==> config.mk <==
export PLATFORM = sky130hd
export DESIGN_NAME = jtap_tap
export DESIGN_NICKNAME = d
export VERILOG_FILES = /design/src/rtl/jtap_tap.v /design/src/rtl/jtap_sync.v
export VERILOG_INCLUDE_DIRS = /design/src /design/src/inc
export SDC_FILE = /design/constraint.sdc
export NUM_CORES = 1
export LEC_CHECK = 0
export BUFFER_PORTS_ARGS = -buffer_cell sky130_fd_sc_hd__buf_4
export CELL_PAD_IN_SITES_DETAIL_PLACEMENT = 1
export CELL_PAD_IN_SITES_GLOBAL_PLACEMENT = 2
export CORE_UTILIZATION = 44
export DETAILED_ROUTE_END_ITERATION = 10
export MAX_ROUTING_LAYER = met4
export PLACE_DENSITY_LB_ADDON = 0.1
export SLEW_MARGIN = 30
export SYNTH_ARGS = -nofsm -noshare
export SYNTH_HDL_FRONTEND = slang
export SYNTH_SLANG_ARGS = --single-unit
==> constraint.sdc <==
create_clock -name sys_clk -period 2.6 [get_ports sys_clk]
set_clock_uncertainty 0.1 [all_clocks]
set_input_delay 0 -clock sys_clk [delete_from_list [all_inputs] [get_ports sys_clk]]
set_output_delay 0 -clock sys_clk [all_outputs]
set_load 0.005 [all_outputs]
==> src/inc/jtap_consts.vh <==
// Constants for the test access port controller.
`ifndef JTAP_CONSTS_VH
`define JTAP_CONSTS_VH
`define JTAP_ST_RESET     4'h0
`define JTAP_ST_IDLE      4'h1
`define JTAP_ST_SEL_DR    4'h2
`define JTAP_ST_CAP_DR    4'h3
`define JTAP_ST_SHIFT_DR  4'h4
`define JTAP_ST_EXIT1_DR  4'h5
`define JTAP_ST_PAUSE_DR  4'h6
`define JTAP_ST_EXIT2_DR  4'h7
`define JTAP_ST_UPD_DR    4'h8
`define JTAP_ST_SEL_IR    4'h9
`define JTAP_ST_CAP_IR    4'ha
`define JTAP_ST_SHIFT_IR  4'hb
`define JTAP_ST_EXIT1_IR  4'hc
`define JTAP_ST_PAUSE_IR  4'hd
`define JTAP_ST_EXIT2_IR  4'he
`define JTAP_ST_UPD_IR    4'hf
`define JTAP_IR_WIDTH     4
`define JTAP_IR_RESET     4'h1
`define JTAP_IR_CAPTURE   4'h1
`define JTAP_IR_BYPASS    4'hf
`define JTAP_IR_IDCODE    4'h1
`define JTAP_IDCODE       32'h0000_0001
`endif

==> src/rtl/jtap_tap.v <==
// Test access port controller sampled by the system clock.
`timescale 1ns/1ps
`default_nettype none
`include "jtap_consts.vh"
module jtap_tap #(
  parameter IDCODE = `JTAP_IDCODE  // Arbitrary identity value.
) (
  // System clock and reset
  input  wire        sys_clk,
  input  wire        reset_n,
  // Test port pins
  input  wire        tck,
  input  wire        tms,
  input  wire        tdi,
  input  wire        trst_n,
  output wire        tdo_o,
  output wire        tdo_oe,
  // Controller status
  output wire [3:0]  tap_state,
  output wire [3:0]  tap_ir
);
  wire       tck_s;
  wire       tms_s;
  wire       tdi_s;
  wire       trst_s_n;
  reg        tck_q;
  reg  [3:0] state_q;
  reg  [3:0] state_d;
  reg  [3:0] ir_shift_q;
  reg  [3:0] ir_q;
  reg [31:0] dr_shift_q;
  reg        tdo_q;
  reg        tdo_oe_q;
  wire       rise;
  wire       fall;
  wire       trst_a_n;

  // Reset levels of the pin stages, bit order trst, tdi, tms, tck.
  localparam [3:0] PIN_RST = 4'b0110;
  wire [3:0] pin_raw;
  wire [3:0] pin_sync;
  genvar     gi;

  // Gather the pins so that one loop builds all synchronisers.
  assign pin_raw = {trst_n, tdi, tms, tck};

  // Every pin passes two flip-flops; only trst_n is also read directly, by the asynchronous test reset.
  generate
    for (gi = 0; gi < 4; gi = gi + 1) begin : g_sync
      jtap_sync #(
        .RST_VAL (PIN_RST[gi])
      ) jtap_sync_inst (
        .sys_clk (sys_clk),
        .reset_n (reset_n),
        .din     (pin_raw[gi]),
        .dout    (pin_sync[gi])
      );
    end
  endgenerate

  // Split the synchronised pins back into named signals.
  assign tck_s    = pin_sync[0];
  assign tms_s    = pin_sync[1];
  assign tdi_s    = pin_sync[2];
  assign trst_s_n = pin_sync[3];

  // True in the two shift states, where the data output is driven.
  function in_shift;
    input [3:0] st;
    begin
      in_shift = (st == `JTAP_ST_SHIFT_IR) || (st == `JTAP_ST_SHIFT_DR);
    end
  endfunction

  // Test reset acts asynchronously on the controller state.
  assign trst_a_n = reset_n & trst_n;

  // Edge detection of the sampled test clock.
  always @(posedge sys_clk or negedge reset_n) begin
    if (!reset_n) begin
      tck_q <= 1'b0;
    end else begin
      tck_q <= tck_s;
    end
  end
  assign rise = tck_s & ~tck_q;
  assign fall = ~tck_s & tck_q;

  // Next-state table of the standard controller.
  always @* begin
    case (state_q)
      `JTAP_ST_RESET:    state_d = tms_s ? `JTAP_ST_RESET : `JTAP_ST_IDLE;
      `JTAP_ST_IDLE:     state_d = tms_s ? `JTAP_ST_SEL_DR : `JTAP_ST_IDLE;
      `JTAP_ST_SEL_DR:   state_d = tms_s ? `JTAP_ST_SEL_IR : `JTAP_ST_CAP_DR;
      `JTAP_ST_CAP_DR:   state_d = tms_s ? `JTAP_ST_EXIT1_DR
                                         : `JTAP_ST_SHIFT_DR;
      `JTAP_ST_SHIFT_DR: state_d = tms_s ? `JTAP_ST_EXIT1_DR
                                         : `JTAP_ST_SHIFT_DR;
      `JTAP_ST_EXIT1_DR: state_d = tms_s ? `JTAP_ST_UPD_DR
                                         : `JTAP_ST_PAUSE_DR;
      `JTAP_ST_PAUSE_DR: state_d = tms_s ? `JTAP_ST_EXIT2_DR
                                         : `JTAP_ST_PAUSE_DR;
      `JTAP_ST_EXIT2_DR: state_d = tms_s ? `JTAP_ST_UPD_DR
                                         : `JTAP_ST_SHIFT_DR;
      `JTAP_ST_UPD_DR:   state_d = tms_s ? `JTAP_ST_SEL_DR : `JTAP_ST_IDLE;
      `JTAP_ST_SEL_IR:   state_d = tms_s ? `JTAP_ST_RESET : `JTAP_ST_CAP_IR;
      `JTAP_ST_CAP_IR:   state_d = tms_s ? `JTAP_ST_EXIT1_IR
                                         : `JTAP_ST_SHIFT_IR;
      `JTAP_ST_SHIFT_IR: state_d = tms_s ? `JTAP_ST_EXIT1_IR
                                         : `JTAP_ST_SHIFT_IR;
      `JTAP_ST_EXIT1_IR: state_d = tms_s ? `JTAP_ST_UPD_IR
                                         : `JTAP_ST_PAUSE_IR;
      `JTAP_ST_PAUSE_IR: state_d = tms_s ? `JTAP_ST_EXIT2_IR
                                         : `JTAP_ST_PAUSE_IR;
      `JTAP_ST_EXIT2_IR: state_d = tms_s ? `JTAP_ST_UPD_IR
                                         : `JTAP_ST_SHIFT_IR;
      `JTAP_ST_UPD_IR:   state_d = tms_s ? `JTAP_ST_SEL_DR : `JTAP_ST_IDLE;
      default:           state_d = `JTAP_ST_RESET;
    endcase
  end

  // State advances on rising edges; five high mode bits reach reset.
  always @(posedge sys_clk or negedge trst_a_n) begin
    if (!trst_a_n) begin
      state_q <= `JTAP_ST_RESET;
    end else if (!trst_s_n) begin
      state_q <= `JTAP_ST_RESET;
    end else if (rise) begin
      state_q <= state_d;
    end
  end

  // Instruction and data shift paths capture input on rising edges.
  always @(posedge sys_clk or negedge trst_a_n) begin
    if (!trst_a_n) begin
      ir_shift_q <= `JTAP_IR_CAPTURE;
      ir_q       <= `JTAP_IR_RESET;
      dr_shift_q <= 32'h0000_0000;
    end else if (!trst_s_n) begin
      ir_shift_q <= `JTAP_IR_CAPTURE;
      ir_q       <= `JTAP_IR_RESET;
      dr_shift_q <= 32'h0000_0000;
    end else if (rise) begin
      case (state_q)
        `JTAP_ST_RESET: begin
          ir_q <= `JTAP_IR_RESET;
        end
        `JTAP_ST_CAP_IR: begin
          ir_shift_q <= `JTAP_IR_CAPTURE;
        end
        `JTAP_ST_SHIFT_IR: begin
          ir_shift_q <= {tdi_s, ir_shift_q[3:1]};
        end
        `JTAP_ST_UPD_IR: begin
          ir_q <= ir_shift_q;
        end
        `JTAP_ST_CAP_DR: begin
          dr_shift_q <= (ir_q == `JTAP_IR_IDCODE) ? IDCODE : 32'h0000_0000;
        end
        `JTAP_ST_SHIFT_DR: begin
          if (ir_q == `JTAP_IR_IDCODE) begin
            dr_shift_q <= {tdi_s, dr_shift_q[31:1]};
          end else begin
            dr_shift_q <= {31'h0000_0000, tdi_s};
          end
        end
        default: begin
          ir_q <= ir_q;
        end
      endcase
      // Entering test-logic-reset selects the reset instruction at once.
      if (state_d == `JTAP_ST_RESET) begin
        ir_q <= `JTAP_IR_RESET;
      end
    end
  end

  // Data output and its enable change on falling edges.
  always @(posedge sys_clk or negedge trst_a_n) begin
    if (!trst_a_n) begin
      tdo_q    <= 1'b0;
      tdo_oe_q <= 1'b0;
    end else if (!trst_s_n) begin
      tdo_q    <= 1'b0;
      tdo_oe_q <= 1'b0;
    end else if (fall) begin
      tdo_oe_q <= in_shift(state_q);
      tdo_q    <= (state_q == `JTAP_ST_SHIFT_IR) ? ir_shift_q[0]
                                                 : dr_shift_q[0];
    end
  end

  assign tdo_o     = tdo_q;
  assign tdo_oe    = tdo_oe_q;
  assign tap_state = state_q;
  assign tap_ir    = ir_q;
endmodule
`default_nettype wire

==> src/rtl/jtap_sync.v <==
// Two-stage synchroniser for one pin bit with reset value.
`timescale 1ns/1ps
`default_nettype none
module jtap_sync #(
  parameter RST_VAL = 1'b0
) (
  // Clock and reset
  input  wire sys_clk,
  input  wire reset_n,
  // Data
  input  wire din,
  output wire dout
);
  reg meta_q;
  reg sync_q;

  // The first stage feeds only the second stage.
  always @(posedge sys_clk or negedge reset_n) begin
    if (!reset_n) begin
      meta_q <= RST_VAL;
      sync_q <= RST_VAL;
    end else begin
      meta_q <= din;
      sync_q <= meta_q;
    end
  end

  assign dout = sync_q;
endmodule
`default_nettype wire

# Yosys cells after proc, flatten, opt, wreduce, memory -nomap -nowiden

Index checks and enable logic that the tools add are counted.

Register bits: 55
Bits of input ports: 6
Output and inout bits: 10
Word-level logic and storage cells: 82

Eq/ne operators: 21
Muxes and demuxes: 32
Bitwise logic cells: 5
Reduce and logical (&&, ||, !) cells: 9

Operators by type and width:

| operator             | count |
|---|---|
| $mux W32             | 3 |
| $pmux W32 S2         | 1 |
| $pmux W4 S12         | 1 |
| $mux W4              | 11 |
| $eq A4 B4 Y1 const B | 8 |
| $eq A4 B3 Y1 const B | 4 |
| $pmux W4 S2          | 2 |
| $mux W1              | 9 |
| $eq A4 B1 Y1 const B | 2 |
| $eq A4 B2 Y1 const B | 2 |
| $logic_not A4 Y1     | 2 |
| $mux W2              | 3 |
| $mux W3              | 2 |
| $ne A3 B3 Y1 const B | 2 |
| $reduce_and A2 Y1    | 3 |
| $ne A2 B2 Y1 const B | 2 |
| $ne A4 B4 Y1 const B | 1 |
| $reduce_or A2 Y1     | 2 |
| $and A1 B1 Y1        | 3 |
| $reduce_or A3 Y1     | 1 |
| $not A1 Y1           | 2 |
| $logic_or A1 B1 Y1   | 1 |

# Depth between registers and ports, before layout

Gate-level depths: netlist of run 1.

Depth after elaboration: 7
Depth in mapped cells: 6
Gate-level depth less buffers: 4

# Modules after synthesis

From an unflattened synthesis of run 1, not the netlist that was laid out.

Cell total of the unflattened synthesis: 195
Area total of the unflattened synthesis: 2358.5 sq um

By module, submodules not included:

| module                                    | instances | cells an instance | area an instance (sq um) | seq. area each (sq um) |
|---|---|---|---|---|
| jtap_tap                                  | 1         | 187               | 2153.3                   | 1178.6 |
| jtap_sync at g_sync[1].jtap_sync_inst ... | 2         | 2                 | 52.6                     | 52.6 |
| jtap_sync at g_sync[0].jtap_sync_inst ... | 2         | 2                 | 50.0                     | 50.0 |

# Worst setup path before layout of run 1

OpenSTA, ideal clock, no wires.

Kind: reg-to-reg
Start point: register state_q[1] (netlist: tap_state[1])
End point: register dr_shift_q[18]
Library setup time: 121 ps
Arrival: 1353 ps
Data required time: 2379 ps
Path slack: 1026 ps
Cell stages (with the launch flop): 7
Buffers on the path: 2
Clock period less this slack: 1574 ps
Cells stage by stage: dfrtp_1 -> buf_6 -> nor3b_1 -> a21oi_1 -> o21a_4 -> buf_6 -> a22o_1

Longest elaborated chain between the ends: 4
Elaborated cells between the ends (all ways): 7
Those cells by class: eq/ne (3); mux (3); reduce/logical (1)

Ends and longest elaborated chain:

| item                                                | RTL line       | text |
|---|---|---|
| start, declared                                     | jtap_tap.v:27  | `reg [3:0] state_q;` |
| start signal, assigned                              | jtap_tap.v:125 | `` state_q <= `JTAP_ST_RESET; `` |
| start signal, assigned                              | jtap_tap.v:127 | `` state_q <= `JTAP_ST_RESET; `` |
| start signal, assigned                              | jtap_tap.v:129 | `state_q <= state_d;` |
| $eq A4 B3 Y1 / $eq A4 B2 Y1 (equally long branches) | jtap_tap.v:144 | `case (state_q)` |
| $pmux W32 S2                                        | jtap_tap.v:144 |  |
| $mux W32                                            | jtap_tap.v:143 | `end else if (rise) begin` |
| $mux W32                                            | jtap_tap.v:139 | `end else if (!trst_s_n) begin` |
| end signal, assigned                                | jtap_tap.v:158 | `` dr_shift_q <= (ir_q == `JTAP_IR_IDCODE) ? IDCODE : 32'h0000_0000; `` |
| end signal, assigned                                | jtap_tap.v:162 | `dr_shift_q <= {tdi_s, dr_shift_q[31:1]};` |
| end signal, assigned                                | jtap_tap.v:164 | `dr_shift_q <= {31'h0000_0000, tdi_s};` |
| end, declared                                       | jtap_tap.v:31  | `reg [31:0] dr_shift_q;` |

Several ways; a longest one is shown, not always the timed one. The select of a mux whose other input is x is not followed.
A chain may end at the register's enable or synchronous reset.

# Worst setup path after layout of run 1

Start point: register ir_q[0] (netlist: tap_ir[0])
End point: register dr_shift_q[24]

Longest elaborated chain between the ends: 5

Ends and longest elaborated chain:

| item                   | RTL line       | text |
|---|---|---|
| start, declared        | jtap_tap.v:30  | `reg [3:0] ir_q;` |
| start signal, assigned | jtap_tap.v:137 | `` ir_q <= `JTAP_IR_RESET; `` |
| start signal, assigned | jtap_tap.v:141 | `` ir_q <= `JTAP_IR_RESET; `` |
| start signal, assigned | jtap_tap.v:146 | `` ir_q <= `JTAP_IR_RESET; `` |
| $eq A4 B1 Y1 (no line) | n/a            |  |
| $mux W32               | jtap_tap.v:161 | `` if (ir_q == `JTAP_IR_IDCODE) begin `` |
| $pmux W32 S2           | jtap_tap.v:144 |  |
| $mux W32               | jtap_tap.v:143 |  |
| $mux W32               | jtap_tap.v:139 |  |

Every way passes these cells. The select of a mux whose other input is x is not followed.

==> flow_metrics.py, run 1 <==
metrics = {
    "sta": {
        "setup_tns_ns": 0,
        "finalCritPeriodShare_pct": 84.8,
        "fmax_mhz": 454,
        "fin_crit_ns": 2.20,
        "setup_viol": 0,
        "hold-worst-slack_ns": 0.113,
        "worst_slew_pin_slew_ns": 0.652,
        "relSlewSlack_pct": 55.9,
        "drv_slew": 0,
        "hold_viol_final": 0,
        "rsz0062_at_grt": "false",
    },
    "global_route": {
        "met2_usage_pct": 29.2,
        "grt_busiest_layer": "met2",
        "grt_util_met1_pct": 27.0,
        "grt_pass1_vias": 1578,
        "grt_overflow": 0,
        "antenna_found_initial": 0,
        "grt_first_pass_wirelength_um": 7800,
        "grt_max_degree": 47,
        "grt_util_met3_pct": 4.07,
        "grtUsageTotal_pct": 19.5,
    },
    "die": {
        "ios": 16,
        "core_um2": 5070,
        "die_w_um": 74.5,
        "rows": 26,
        "die_height_um": 74.5,
        "start_util_pct": 45.5,
        "die_area_um2": 5550,
    },
    "power": {
        "powerDensity_nw_per_um2": 560,
        "switching_share_pct": 23.6,
        "p_leak_nw": 1.16,
        "power.switching_mw": 0.339,
        "ir_worst_vdd_mv": 0.317,
        "pwr-share-comb_pct": 7.0,
        "seqPwrFrac_pct": 61.9,
        "clkPwrFrac_pct": 31.1,
        "internal-power_mw": 1.10,
    },
    "yosys": {
        "syn_nets": 188,
        "netlist_area_um2": 2310,
        "yosysSeqAreaShare_pct": 59.9,
        "synth_compound_area_share_pct": 23.8,
        "synth_xor_area_share_pct": 0.379,
        "synth_top_area_cell": "dfrtp_1",
        "ys_async_sr_fraction_pct": 100,
        "synth_edf_count": 0,
        "synth_cell_type_count": 45,
        "post-synth-top-count-cell": "dfrtp_1",
        "yosys.area_share.simple_pct": 8.83,
        "yosys_warnings": 0,
        "synth_fa_ha_area_share_pct": 0,
        "synthTopCellsByCount": "dfrtp_1 (49), a22o_1 (36), a21oi_1 (9), buf_6 (7), nand3_1 (7)",
        "syn_area_per_cell_um2": 12.7,
        "muxShareOfSynthArea_pct": 0.920,
        "synth_top_area_share_pct": 53.1,
        "synth_area_leaders": "dfrtp_1 (53%), a22o_1 (14%), dfstp_2 (6.8%)",
        "synth_flop_cell": "dfrtp_1",
        "synth_top_family_by_area": "compound AO/OA/AOI/OAI gates",
        "synth_seq_cells": 55,
        "netlist_instances": 182,
    },
    "setup_path": {
        "reg2regPathDepth": 4,
        "r2r_start": "tap_ir[0]$_DFFE_PN1P_",
        "critPathSlowestCell": "dfstp_2",
        "cp_data_required_time_ns": 2.73,
        "crit_path_end_kind": "register",
        "r2r_end": "dr_shift_q[24]$_DFFE_PN0P_",
        "cp_max_fo": 30,
        "worstPathArrival_ns": 2.34,
        "r2r_slack_ns": 0.40,
        "path_cells": "nor4b_1 > nand2_2 > nor2_4 > a22o_1",
        "crit_path_start_kind": "register",
        "cp.buffers_inverters": 0,
        "cp_top_family": "simple AND/OR/NAND/NOR gates",
        "max_stage_delay_ns": 0.55,
        "path_class": "register to register",
    },
    "hold_path": {
        "hold_path.class": "input pin to asynchronous set/reset pin",
    },
    "clocking": {
        "htree_levels": 2,
        "clkTransAtPathRegs_ns": 0.09,
        "root_buffer": "clkbuf_8",
        "cts_made_buffers": 5,
        "clockBufferDepth": 2,
        "clock_latency_ns": 0.30,
        "numClockSinks": 55,
        "cts_tree": "yes",
    },
    "layout": {
        "area_growth_pct": 11.0,
        "nFillCells": 536,
        "diodes": 0,
        "finalCoreUtilization_pct": 50.5,
        "drive_gt1_share_pct": 19.5,
        "nNetsFinal": 205,
        "fin_cells": 270,
    },
    "place": {
        "place_inst": 256,
        "dp_hpwl_um": 2890,
        "gp_congestion": 0.789,
        "io_buffers": 15,
    },
    "detailed_routing": {
        "vias_per_cell": 5.61,
        "postRouteAntennaNets": 0,
        "routed_wl_um": 4480,
        "drtIter0Drc": 78,
        "num_vias": 1515,
        "wl_per_cell_um": 16.6,
        "drt-pass1-iter-count": 4,
        "drc": 0,
    },
    "flow_run": {
        "maxCapViolCount": 0,
    },
    "status": {
        "status": "finished clean",
    },
}
[layout make-up]
type,count,area [um^2],share of cell area (%)
Clock inverter,2,12.5,0.488
Multi-Input combinational cell,106,787,30.7
Sequential cell,55,1380,54.0
Tap cell,70,87.6,3.41
Inverter,7,26.3,1.02
Clock buffer,6,72.6,2.83
Timing Repair Buffer,24,195,7.61
[through the flow]
step	area, um^2	setup WS, ns	total power, mW
after floorplan	2310	1.03	0.971
after global placement	2420	0.479	0.994
after detailed placement	2420	0.382	1.00
after CTS	2560	0.352	1.46
after global routing	2560	0.196	1.51
final	2560	0.395	1.44
[worst max-delay path by stage]
stage / from / to / slack, ns / depth (start not counted)
finish: tap_ir[0]$_DFFE_PN1P_ / dr_shift_q[24]$_DFFE_PN0P_ / 0.40 / 4
global route: tap_ir[0]$_DFFE_PN1P_ / dr_shift_q[17]$_DFFE_PN0P_ / 0.20 / 4
CTS: tap_ir[0]$_DFFE_PN1P_ / dr_shift_q[3]$_DFFE_PN0P_ / 0.35 / 4
detailed placement: tap_ir[0]$_DFFE_PN1P_ / dr_shift_q[3]$_DFFE_PN0P_ / 0.38 / 4
global placement: tap_ir[0]$_DFFE_PN1P_ / dr_shift_q[5]$_DFFE_PN0P_ / 0.48 / 4
floorplan: tap_state[1]$_DFFE_PN0P_ / dr_shift_q[18]$_DFFE_PN0P_ / 1.03 / 6
[what timing repair did]
| action | 4_1_cts | 5_1_grt |
|---|---|---|
| buffers inserted | 0 | 0 |
| hold buffers | 6 | 0 |
| hold endpoints to repair | 57 | 0 |
| gates resized for setup | 0 | 0 |
[power by group through the flow]
stage / logic, mW / clock network (mW) / registers [mW]
4_1_cts: 0.103 / 0.471 / 0.890
5_1_grt: 0.113 / 0.504 / 0.892
2_1_floorplan: 0.0770 / 0 / 0.894
6_report: 0.100 / 0.447 / 0.889
3_3_place_gp: 0.0894 / 0 / 0.904
3_5_place_dp: 0.0946 / 0 / 0.906
[state kept, by name, indices dropped and copies added, names as in the netlist]
| signal | cells |
|---|---|
| tap_ir | 4 |
| tdo_oe | 1 |
| g_sync.jtap_sync_inst.meta_q | 4 |
| dr_shift_q | 32 |
| tdo_o | 1 |
| g_sync.jtap_sync_inst.dout | 4 |
| tap_state | 4 |
| ir_shift_q | 4 |
| tck_q | 1 |
[layout by cell type (no fill, tap or decap), types with 2 or more instances in the layout]
master and instances:
o21ai_1 2, dlygate4sd3_1 6, o21ai_0 4, a21oi_1 9
nor2b_1 3, inv_2 2, a31oi_1 4, nor3_1 2
dfrtp_1 49, dfstp_2 6, buf_4 18, nand2_1 3
and2b_1 2, a22o_1 36, a311oi_1 2, o211ai_1 2
clkbuf_8 5, nor2_1 5, nand3_1 7, inv_1 5
[kinds of logic (layout without fill, tap and decap cells)]
family	count (synthesis)	in the layout
AOI/OAI and AO/OA	70	70
muxes	2	2
xor gates and xnor gates	1	1
and+or+nand+nor	33	33
buffers and inverters	21	39
DFF	55	55
[routing by layer]
metal | wire length [um] | part of all wire, %
met5 | 0 | 0
met4 | 38 | 0.85
met3 | 102 | 2.3
met1 | 2150 | 48
met2 | 2200 | 49
No activity file was read; power rests on OpenSTA's default activity.
==> run 2: changes to the inputs <==
Settings changed: CORE_UTILIZATION 44 to 41.
Clock period 2.6 ns to 2.18 ns, I/O delays scaled along.
==> run 2 against run 1 <==
Largest cell class unchanged; sequential share of layout area down 1.2 points; clock power is 45% higher; design area increased by 2.2%; setup slack got worse by 0.076 ns; final cell count increased by 1.1%; largest power group unchanged.
==> flow_metrics.py, run 2 (synthesized netlist as in run 1, its figures left out) <==
metrics = {
    "die": {
        "core_um2": 5270,
        "ios": 16,
        "start_util_pct": 43.9,
        "rows": 26,
        "die_w_um": 77.1,
        "die_area_um2": 5940,
        "die_height_um": 77.1,
    },
    "setup_path": {
        "cp_data_required_time_ns": 2.26,
        "cp_max_fo": 32,
        "reg2regPathDepth": 3,
        "crit_path_end_kind": "register",
        "r2r_start": "tap_state[3]$_DFFE_PN0P_",
        "path_cells": "nand2b_1 > o21a_4 > mux2_1",
        "worstPathArrival_ns": 1.95,
        "max_stage_delay_ns": 0.75,
        "cp_top_family": "flip-flops",
        "path_class": "register to register",
        "cp.buffers_inverters": 0,
        "r2r_end": "dr_shift_q[31]$_DFFE_PN0P_",
        "r2r_slack_ns": 0.32,
        "crit_path_start_kind": "register",
        "critPathSlowestCell": "dfrtp_1",
    },
    "layout": {
        "top_register": "dr_shift_q",
        "seq_area_um2": 1380,
        "multi_input_comb_area_um2": 787,
        "nFillCells": 567,
        "layout_commonest_cell": "dfrtp_1",
        "diodes": 0,
        "area_growth_pct": 13.4,
        "nNetsFinal": 208,
        "drive_gt1_share_pct": 20.2,
        "largest_register_ffs": 32,
        "layout_common_cells": "dfrtp_1 (49), a22o_1 (36), buf_4 (20)",
    },
    "place": {
        "gp_congestion": 0.793,
        "dp_hpwl_um": 3080,
        "io_buffers": 15,
    },
    "sta": {
        "setup_tns_ns": 0,
        "drv_slew": 0,
        "fmax_mhz": 537,
        "relSlewSlack_pct": 58.8,
        "finalCritPeriodShare_pct": 85.4,
        "hold_viol_final": 0,
        "worst_slew_pin_slew_ns": 0.619,
        "setup_viol": 0,
        "rsz0062_at_grt": "false",
        "fin_crit_ns": 1.86,
    },
    "clocking": {
        "cts_made_buffers": 5,
        "numClockSinks": 55,
        "clockBufferDepth": 2,
        "cts_tree": "yes",
        "clkTransAtPathRegs_ns": 0.09,
        "htree_levels": 2,
        "root_buffer": "clkbuf_8",
        "clock_latency_ns": 0.30,
    },
    "power": {
        "p_leak_nw": 1.19,
        "powerDensity_nw_per_um2": 700,
        "ir_worst_vdd_mv": 0.344,
        "finalPower_mw": 1.83,
    },
    "detailed_routing": {
        "drtIter0Drc": 86,
        "routed_wl_um": 4680,
        "postRouteAntennaNets": 0,
        "vias_per_cell": 5.75,
        "drc": 0,
        "wl_per_cell_um": 17.1,
        "num_vias": 1570,
        "drt-pass1-iter-count": 4,
    },
    "global_route": {
        "antenna_found_initial": 0,
        "grt_first_pass_wirelength_um": 8470,
        "grtUsageTotal_pct": 18.7,
        "grt_pass1_vias": 1663,
        "grt_max_degree": 42,
        "grt_overflow": 0,
    },
    "status": {
        "status": "finished clean",
    },
    "hold_path": {
        "hold_path.class": "input pin to asynchronous set/reset pin",
    },
    "flow_run": {
        "maxCapViolCount": 0,
    },
}
-- run 2: cell types whose count changed in the layout (fill, tap and decap cells not counted), sizes merged --
cell | before | now
clkinv | 1 | 0
clkinvlp | 1 | 0
buf | 18 | 21
bufinv | 0 | 1
clkbuf | 6 | 7
-- run 2: layout make-up --
type                       count  share of cell area, %
timing repair buffer          27                   8.78
multi-input combinational    106                   30.0
inverter                       7                   1.00
clock buffer                   7                   2.91
tap                           70                   3.34
sequential                    55                   52.8
clock inverter                 1                   1.15
-- run 2: how the worst max path moves through the flow --
stage | start | end | slack [ns] | cells past startpoint
after global placement | tap_state[0]$_DFFE_PN0P_ | dr_shift_q[31]$_DFFE_PN0P_ | 0.42 | 4
after floorplan | tap_state[1]$_DFFE_PN0P_ | dr_shift_q[18]$_DFFE_PN0P_ | 0.61 | 6
final | tap_state[3]$_DFFE_PN0P_ | dr_shift_q[31]$_DFFE_PN0P_ | 0.32 | 3
after CTS | tap_state[3]$_DFFE_PN0P_ | dr_shift_q[31]$_DFFE_PN0P_ | 0.31 | 3
after global routing | tap_ir[0]$_DFFE_PN1P_ | dr_shift_q[26]$_DFFE_PN0P_ | 0.15 | 5
after detailed placement | tap_state[3]$_DFFE_PN0P_ | dr_shift_q[31]$_DFFE_PN0P_ | 0.33 | 3
-- run 2: routing by layer --
layer / global-route usage [%] / up-vias / part of all wire (%)
met5: - / - / 0
met4: 4.72 / 0 / 1.1
met3: 3.57 / 6 / 3.4
met2: 29.2 / 37 / 50
met1: 25.3 / 804 / 45
li1: - / 723 / -
-- run 2: repair_timing --
| item | 4_1_cts | 5_1_grt |
|---|---|---|
| hold buffers | 6 | 0 |
| setup buffers | 0 | 0 |
| hold endpoints to repair | 51 | 0 |
| gates resized for setup | 0 | 0 |
-- run 2: per-stage QoR --
stage	util, %	hold WS [ns]	cells	cell area (um^2)	setup WS (ns)
floorplan	-	-0.396	182	2310	0.606
global placement	46.6	-0.277	259	2450	0.422
detailed placement	46.6	-0.270	259	2450	0.332
CTS	49.7	0.111	273	2620	0.315
global route	49.7	0.103	273	2620	0.152
finish	49.7	0.114	273	2620	0.319
-- run 2: power by group --
part / internal [mW] / switching [mW] / total (mW)
Clock: 0.344 / 0.305 / 0.649
Combinational: 0.0500 / 0.0758 / 0.126
Sequential: 1.04 / 0.0221 / 1.06
